File: config.mk
export PLATFORM = sky130hd
export DESIGN_NAME = tx_buffer_config
export DESIGN_NICKNAME = d
export VERILOG_FILES = /design/src/logic/tx_buffer_config_pkg.sv /design/src/logic/tx_buffer_config.sv
export SDC_FILE = /design/constraint.sdc
export NUM_CORES = 1
export LEC_CHECK = 0
export BUFFER_PORTS_ARGS = -buffer_cell sky130_fd_sc_hd__buf_2
export CORE_MARGIN = 5
export CORE_UTILIZATION = 50
export CTS_BUF_LIST = sky130_fd_sc_hd__clkbuf_4 sky130_fd_sc_hd__clkbuf_8 sky130_fd_sc_hd__clkbuf_16
export DETAILED_ROUTE_END_ITERATION = 12
export PLACE_DENSITY_LB_ADDON = 0.25
export SLEW_MARGIN = 20
export SYNTH_ARGS = -nofsm -noshare
export SYNTH_HDL_FRONTEND = slang
export SYNTH_SLANG_ARGS = --single-unit
export TNS_END_PERCENT = 20
File: constraint.sdc
create_clock -name core_clk -period 3 [get_ports core_clk]
set_clock_uncertainty 0.15 [all_clocks]
set_input_delay 0.15 -clock core_clk [delete_from_list [all_inputs] [get_ports core_clk]]
set_output_delay 0.15 -clock core_clk [all_outputs]
set_load 0.05 [all_outputs]
File: src/logic/tx_buffer_config_pkg.sv
/*
  Constants, field layout and carrier types for the transmit buffer
  configuration register block.
  Assumes a 32-bit APB register bus and a single core clock.
*/
// Summary of operation
// - Writes to the configuration register are ignored unless both config-change and init are set.
// - The start field gives the word address of the transmit section in message RAM.
// - Dedicated count zero means none, 1 to 32 that many, and larger values act as 32.
// - FIFO/queue size zero means none, 1 to 32 that many, and larger values act as 32.
// - The mode bit selects FIFO operation when clear and queue operation when set.
// - An invalid combined count is accepted with no error indication.
// - Dedicated buffers come first in the section, FIFO/queue buffers follow them.
package tx_buffer_config_pkg;

  // ----------------------------------------
  // register map
  // ----------------------------------------
  localparam logic [31:0] TXBC_ADDR = 32'hf805_40c0;
  localparam logic [31:0] CTRL_ADDR = 32'hf805_4100;
  localparam logic [31:0] TXBC_RESET = 32'h0000_0000;
  localparam logic [1:0] CTRL_RESET = 2'h0;

  // ----------------------------------------
  // field positions
  // ----------------------------------------
  localparam int MODE_BIT = 30;
  localparam int SIZE_LSB = 24;
  localparam int SIZE_MSB = 29;
  localparam int COUNT_LSB = 16;
  localparam int COUNT_MSB = 21;
  localparam int START_LSB = 2;
  localparam int START_MSB = 15;
  localparam int INIT_BIT = 0;
  localparam int CCE_BIT = 1;
  localparam logic [31:0] TXBC_MASK = 32'h7f3f_fffc;

  localparam logic [5:0] MAX_BUFFERS = 6'h20;

  typedef enum logic {
    MODE_FIFO,
    MODE_QUEUE
  } fifo_queue_mode_t;

  typedef struct packed {
    logic [31:0] paddr;
    logic psel;
    logic penable;
    logic pwrite;
    logic [31:0] pwdata;
  } apb_req_t;

  typedef struct packed {
    logic [31:0] prdata;
    logic pready;
    logic pslverr;
  } apb_rsp_t;

  typedef struct packed {
    logic [13:0] tx_section_start_word;
    logic [5:0] dedicated_tx_count;
    logic [5:0] tx_fifo_queue_size;
    fifo_queue_mode_t tx_fifo_queue_select;
    logic [13:0] fifo_queue_first_word;
  } tx_layout_t;

endpackage

File: src/logic/tx_buffer_config.sv
/*
  Transmit buffer configuration register with its own control bits
  (init, config-change enable) and the derived section layout.
  Assumes an APB master on core_clk; element size is WORDS_PER_BUFFER words per slot.
*/
// The APB register port was decided locally.
`timescale 1ns/1ps
module tx_buffer_config
  import tx_buffer_config_pkg::*;
#(
  parameter int WORDS_PER_BUFFER = 4
) (
  input wire logic core_clk, // 50 MHz clock
  input wire logic rst_n, // async reset, active low
  input wire apb_req_t apb_req, // apb request
  output apb_rsp_t apb_rsp, // apb answer
  output tx_layout_t layout, // effective configuration
  output logic init_active, // init bit
  output logic config_change_enable // cce bit
);

  // refuse slot sizes the layout arithmetic cannot serve
  if (WORDS_PER_BUFFER < 1 || WORDS_PER_BUFFER > 18) begin : g_bad_wpb
    $error("WORDS_PER_BUFFER out of range");
  end

  // ----------------------------------------
  // registers
  // ----------------------------------------
  logic [31:0] can_tx_buffer_configuration_reg;
  logic [1:0] ctrl_reg;
  logic [31:0] rdata_reg;
  logic wr_txbc, wr_ctrl, access, unmapped;

  assign access = apb_req.psel && apb_req.penable;
  assign wr_txbc = access && apb_req.pwrite && (apb_req.paddr == TXBC_ADDR)
    && ctrl_reg[CCE_BIT] && ctrl_reg[INIT_BIT];
  assign wr_ctrl = access && apb_req.pwrite && (apb_req.paddr == CTRL_ADDR);
  assign unmapped = (apb_req.paddr != TXBC_ADDR) && (apb_req.paddr != CTRL_ADDR);

  // no range check of combined counts, no error flag
  always_ff @(posedge core_clk or negedge rst_n) begin
    if (!rst_n) begin
      can_tx_buffer_configuration_reg <= TXBC_RESET;
    end else if (wr_txbc) begin
      can_tx_buffer_configuration_reg <= apb_req.pwdata & TXBC_MASK;
    end
  end

  always_ff @(posedge core_clk or negedge rst_n) begin
    if (!rst_n) begin
      ctrl_reg <= CTRL_RESET;
    end else if (wr_ctrl) begin
      ctrl_reg <= {apb_req.pwdata[CCE_BIT], apb_req.pwdata[INIT_BIT]};
    end
  end

  // read data registered in setup so it is ready in access phase
  always_ff @(posedge core_clk or negedge rst_n) begin
    if (!rst_n) begin
      rdata_reg <= 32'h0000_0000;
    end else if (apb_req.psel && !apb_req.penable && !apb_req.pwrite) begin
      if (apb_req.paddr == TXBC_ADDR) begin
        rdata_reg <= can_tx_buffer_configuration_reg;
      end else if (apb_req.paddr == CTRL_ADDR) begin
        rdata_reg <= {30'h0, ctrl_reg};
      end else begin
        rdata_reg <= 32'h0000_0000;
      end
    end
  end

  always_comb begin
    apb_rsp.prdata = rdata_reg;
    apb_rsp.pready = 1'b1;
    apb_rsp.pslverr = access && unmapped;
  end

  // ----------------------------------------
  // effective layout
  // ----------------------------------------
  logic [5:0] raw_count, raw_size, count_eff, size_eff;
  logic [13:0] start_word;
  logic [19:0] first_fifo_word;

  assign raw_count = can_tx_buffer_configuration_reg[COUNT_MSB:COUNT_LSB];
  assign raw_size = can_tx_buffer_configuration_reg[SIZE_MSB:SIZE_LSB];
  assign count_eff = (raw_count > MAX_BUFFERS) ? MAX_BUFFERS : raw_count;
  assign size_eff = (raw_size > MAX_BUFFERS) ? MAX_BUFFERS : raw_size;
  assign start_word = can_tx_buffer_configuration_reg[START_MSB:START_LSB];
  assign first_fifo_word = 20'(start_word) + 20'(count_eff) * 20'(WORDS_PER_BUFFER);

  always_ff @(posedge core_clk or negedge rst_n) begin
    if (!rst_n) begin
      layout <= '0;
    end else begin
      layout.tx_section_start_word <= start_word;
      layout.dedicated_tx_count <= count_eff;
      layout.tx_fifo_queue_size <= size_eff;
      layout.tx_fifo_queue_select <= fifo_queue_mode_t'(
        can_tx_buffer_configuration_reg[MODE_BIT]);
      layout.fifo_queue_first_word <= first_fifo_word[13:0];
    end
  end

  assign init_active = ctrl_reg[INIT_BIT];
  assign config_change_enable = ctrl_reg[CCE_BIT];

  // ----------------------------------------
  // assertions
  // ----------------------------------------
  a_locked_write_ignored: assert property (@(posedge core_clk) disable iff (!rst_n)
    (access && apb_req.pwrite && apb_req.paddr == TXBC_ADDR && !(ctrl_reg == 2'h3))
    |=> $stable(can_tx_buffer_configuration_reg))
    else $error("config changed while locked");
  a_open_write_taken: assert property (@(posedge core_clk) disable iff (!rst_n)
    wr_txbc |=> can_tx_buffer_configuration_reg == ($past(apb_req.pwdata) & TXBC_MASK))
    else $error("unlocked write not stored");
  a_low_bits_zero: assert property (@(posedge core_clk) disable iff (!rst_n)
    can_tx_buffer_configuration_reg[1:0] == 2'h0 && !can_tx_buffer_configuration_reg[31])
    else $error("reserved bits set");
  a_count_clamped: assert property (@(posedge core_clk) disable iff (!rst_n)
    ##1 layout.dedicated_tx_count == (($past(raw_count) > 6'd32) ? 6'd32 : $past(raw_count)))
    else $error("count clamp wrong");
  a_size_clamped: assert property (@(posedge core_clk) disable iff (!rst_n)
    ##1 layout.tx_fifo_queue_size == (($past(raw_size) > 6'd32) ? 6'd32 : $past(raw_size)))
    else $error("size clamp wrong");
  a_mode_follows: assert property (@(posedge core_clk) disable iff (!rst_n)
    ##1 (layout.tx_fifo_queue_select == MODE_QUEUE)
      == $past(can_tx_buffer_configuration_reg[30]))
    else $error("mode wrong");
  a_start_word_map: assert property (@(posedge core_clk) disable iff (!rst_n)
    ##1 layout.tx_section_start_word == $past(can_tx_buffer_configuration_reg[15:2]))
    else $error("start word wrong");
  a_fifo_after_ded: assert property (@(posedge core_clk) disable iff (!rst_n)
    ##1 layout.fifo_queue_first_word == 14'($past(start_word)
      + 14'($past(count_eff)) * 14'(WORDS_PER_BUFFER)))
    else $error("fifo section misplaced");
  a_no_error_valid: assert property (@(posedge core_clk) disable iff (!rst_n)
    (access && apb_req.paddr == TXBC_ADDR) |-> !apb_rsp.pslverr)
    else $error("error on config access");

  c_open_write: cover property (@(posedge core_clk) disable iff (!rst_n) wr_txbc);
  c_locked_write: cover property (@(posedge core_clk) disable iff (!rst_n)
    access && apb_req.pwrite && apb_req.paddr == TXBC_ADDR && !wr_txbc);
  c_clamp_seen: cover property (@(posedge core_clk) disable iff (!rst_n) raw_count > 6'd32);
  c_queue_mode: cover property (@(posedge core_clk) disable iff (!rst_n)
    layout.tx_fifo_queue_select == MODE_QUEUE);

endmodule

Word level (Yosys, flattened, before mapping) --
Cells that the tools add are included.
Word-level totals: flip-flop bits (word level) 102, input bits 69, word-level logic and storage cells 31, output and inout bits 77
Cells by class: order comparisons 2, equal/unequal tests 4, add/subtract/negate cells 1, multiplexer cells 4, reduce and logical (&&, ||, !) cells 12
Operator list (number):
- equality test 32 bit (second input constant) | 2
- inequality test 32 bit (second input constant) | 2
- two-way mux 32 bit | 1
- adder 14 x 8 -> 14 bit | 1
- greater-than comparator 6 bit (second input constant) | 2
- two-way mux 6 bit | 2
- logical AND 1 bit | 10
- logical NOT 1 bit | 2
- two-way mux 2 bit | 1

Depth between registers and ports, before layout --
depth after elaboration 5, depth in mapped cells 7, gate-level depth less buffers 7

Worst setup path after synthesis --
Ideal clock, no wire load.
path kind register to register, start register ctrl_reg[0], end register can_tx_buffer_configuration_reg[11], cell stages (with the launch flop) 6, setup time 0.125 ns, arrival time 2.004 ns, buffers on the path 1, setup slack 0.721 ns, period minus slack after synthesis 2.279 ns, data required time 2.725 ns, cells stage by stage dfrtp_1 nand2_1 or4_1 nor3_4 buf_6 mux2_2
Between the ends: longest elaborated chain between the ends 1
RTL lines:
- start, declared | RTL line tx_buffer_config.sv:31 | logic [1:0] ctrl_reg;
- start signal, assigned | RTL line tx_buffer_config.sv:54 | ctrl_reg <= {apb_req.pwdata[CCE_BIT], apb_req.pwdata[INIT_BIT]};
- logical AND 1 bit | RTL line tx_buffer_config.sv:37 | && ctrl_reg[CCE_BIT] && ctrl_reg[INIT_BIT];
- end signal, assigned | RTL line tx_buffer_config.sv:46 | can_tx_buffer_configuration_reg <= apb_req.pwdata & TXBC_MASK;
- end, declared | RTL line tx_buffer_config.sv:30 | logic [31:0] can_tx_buffer_configuration_reg;
Every way passes these cells. A chain may end at the register's enable or synchronous reset.

Worst setup path after layout --
start register can_tx_buffer_configuration_reg[21], end register layout[8] (netlist name)
Between the ends: longest elaborated chain between the ends 3
RTL lines:
- greater-than comparator 6 bit | RTL line tx_buffer_config.sv:88 | assign count_eff = (raw_count > MAX_BUFFERS) ? MAX_BUFFERS : raw_count;
- two-way mux 6 bit | RTL line tx_buffer_config.sv:88
- named net count_eff[0] | RTL line tx_buffer_config.sv:82 | logic [5:0] raw_count, raw_size, count_eff, size_eff;
- adder 14 x 8 -> 14 bit | RTL line tx_buffer_config.sv:91 | assign first_fifo_word = 20'(start_word) + 20'(count_eff) * 20'(WORDS_PER_BUFFER);
- named net first_fifo_word[8] | RTL line tx_buffer_config.sv:84 | logic [19:0] first_fifo_word;
- end, declared | RTL line tx_buffer_config.sv:17 | output tx_layout_t layout,
The timed path passes the listed nets, and every way through them passes these cells.

==> impl_metrics.yaml <==
pwr:
  irDropWorstVdd_v: 0.000256
  total_power_mw: 2.27
  p_per_area_nw_per_um2: 425
  p_leak_nw: 2.85
drt:
  wl_per_cell_um: 16.2
  avgViaCountPerCell: 5.20
  wl_um: 9840
  via_count: 3165
  dr.pass1.iters: 4
  drtIter0Drc: 90
  drc: 0
  postRouteAntennaNets: 0
global_routing:
  track_usage_pct: 19.9
  grt_pass1_wl_um: 16100
  met1_usage_pct: 26.4
  grt_start_max_net_pins: 52
  busiest_layer: "met2"
  gr-usage-met3_pct: 5.10
  met2_usage_pct: 32.3
  grt_pass1_vias: 3230
  grt.overflow.total: 0
  antenna_found_initial: 0
floorplanning:
  dieArea_um2: 10300
  die_x_um: 102
  io_pins: 146
  start_util_pct: 51.1
  die-height_um: 102
  rows: 33
  coreArea_um2: 8220
cts:
  cts_buffers: 9
  insertion_delay_ns: 0.35
  post_cts_buffers: 0
  clk_pin_slew_ns: 0.09
  post_cts_resized: 0
  htree_levels: 3
  cts_tree: "built"
  cts-root-buf: "clkbuf_8"
  clock_sinks: 97
  clockBufferDepth: 2
setup_path:
  worstRegToRegCells: 7
  r2r_end: "layout[8]$_DFF_PN0_"
  cp-start-kind: "flip-flop"
  crit_fanout: 9
  crit_type: "reg -> reg"
  ff2ff_setup_slack_ns: 0.49
  r2r-start: "can_tx_buffer_configuration_reg[21]$_DFFE_PN0P_"
  crit_arrival_ns: 2.57
  end_kind: "flip-flop"
  worstSetupEndpoint: "layout[8]$_DFF_PN0_"
  critPathRequiredTime_ns: 3.06
  crit_path_start: "can_tx_buffer_configuration_reg[21]$_DFFE_PN0P_"
place:
  dpl.hpwl_um: 7030
  numPlacedInstances: 564
  placed_cell_area_um2: 4860
  place_congestion: 0.826
  io_buffers: 138
finish:
  final_nets: 576
  largest_reg_flops: 39
  layout.cells.non_filler: 609
  area_growth_syn_to_layout_pct: 27.5
  design_area_um2: 5350
  drive_gt1_share_pct: 42.3
  n_antenna_cell: 0
logic_synthesis:
  ys_ff_latch: 97
  synth-edff-count: 0
  synthFlopType: "dfrtp_1"
  yosysWarnings: 0
  synth.distinct_cells: 52
  syn_area_um2: 4200
  yosysSeqAreaShare_pct: 57.8
  async_reset_ff_share_pct: 100
  syn_avg_cell_area_um2: 12.3
  postSynthCellCount: 341
run_status:
  outcome: "finished clean"
timing:
  drv_slew: 0
  fin_hold_ws_ns: 0.153
  max_freq_mhz: 398
  fin_setup_tns_ns: 0
  rsz0062_at_grt: "false"
  period_share_pct: 83.7
  setup_viol: 0
  hold_violations: 0
  min_period_ns: 2.51
  slew_headroom_pct: 61.0
  worst_slew_pin_slew_ns: 0.586
min_path:
  min-delay-path-class: "in -> reg"
flow_run:
  cap_violations: 0
placed cells by master (no fill, tap or decap), drive strengths merged, types with 4 or more instances in the layout:
cell	n
buf	142
dfrtp	97
nand2	62
o21ai	32
dlygate4sd3	30
mux2	29
nor2b	12
clkbuf	9
nor3b	8
nor2	6
ha	6
xnor2	5
inv	5
nand4	5
nor4	5
a21oi	4
conb	4
Yosys cell counts (6+ instances only):
cell	instances	share of area, %
nor2_1	6	0.54
mux2_2	24	6.4
buf_4	7	1.3
o21ai_2	20	4.2
buf_6	6	1.6
ha_1	6	1.8
nor2b_1	12	1.8
nor3b_1	8	1.4
nand2_1	62	5.5
o21ai_0	12	1.4
dfrtp_1	97	58
clkbuf_1	6	0.54
layer usage:
layer	vias to the layer above	part of all wire [%]
met5	-	0
met4	0	1.5
met3	15	9.4
met2	140	48
met1	1522	41
li1	1488	-
through the flow:
| step | setup WS (ns) | util (%) |
|---|---|---|
| 3_5_place_dp | 0.521 | 59.2 |
| 2_1_floorplan | 0.721 | - |
| 3_3_place_gp | 0.647 | 59.2 |
| 5_1_grt | 0.393 | 65.2 |
| 6_report | 0.488 | 65.2 |
| 4_1_cts | 0.496 | 65.2 |
layout make-up:
class	count	area, um^2
sequential	97	2430
timing repair buffer	172	1050
clock buffer	9	124
inverter	4	15.0
clock inverter	6	67.6
fill	664	2860
multi-input combinational	216	1540
tap	105	131
power by group:
part	switching, mW	internal (mW)
sequential	0.0000000000896	1.31
combinational	0.0740	0.0653
clock	0.446	0.384
total	0.520	1.76
kinds of logic after synthesis:
group           count (synthesis)  synth area share (%)
flops                          97                  57.8
xor+xnor                        6                  1.25
other cells                     2                 0.179
compound gates                 55                  9.83
buf+inv                        30                  5.72
simple gates                  115                  15.2
fa+ha+maj                       7                  2.26
mux                            29                  7.77
what timing repair did:
action                                  in CTS  in global routing
hold buffers                                30                  0
endpoints found under the setup margin       0                  0
endpoints found under the hold margin       75                  0
worst max-delay path: stages (launching register included):
cell and delay, ns:
dfrtp_1 0.51, nor2b_1 0.13, ha_1 0.24, fa_1 0.40, a21o_1 0.21, a21o_1 0.19, a2111o_1 0.41, o311ai_0 0.13
worst min path at each step:
stage | startpoint | end | slack (ns) | cells past startpoint
after global routing | apb_req[32] | ctrl_reg[1]$_DFFE_PN0P_ | 0.18 | 4
after detailed placement | rst_n | layout[32]$_DFF_PN0_ | 0.05 | 1
after global placement | rst_n | layout[9]$_DFF_PN0_ | 0.04 | 1
after floorplan | rst_n | can_tx_buffer_configuration_reg[10]$_DFFE_PN0P_ | -0.30 | 0
final | apb_req[32] | ctrl_reg[1]$_DFFE_PN0P_ | 0.15 | 4
after CTS | apb_req[32] | ctrl_reg[0]$_DFFE_PN0P_ | 0.14 | 4
No activity file was read; power rests on OpenSTA's default activity.
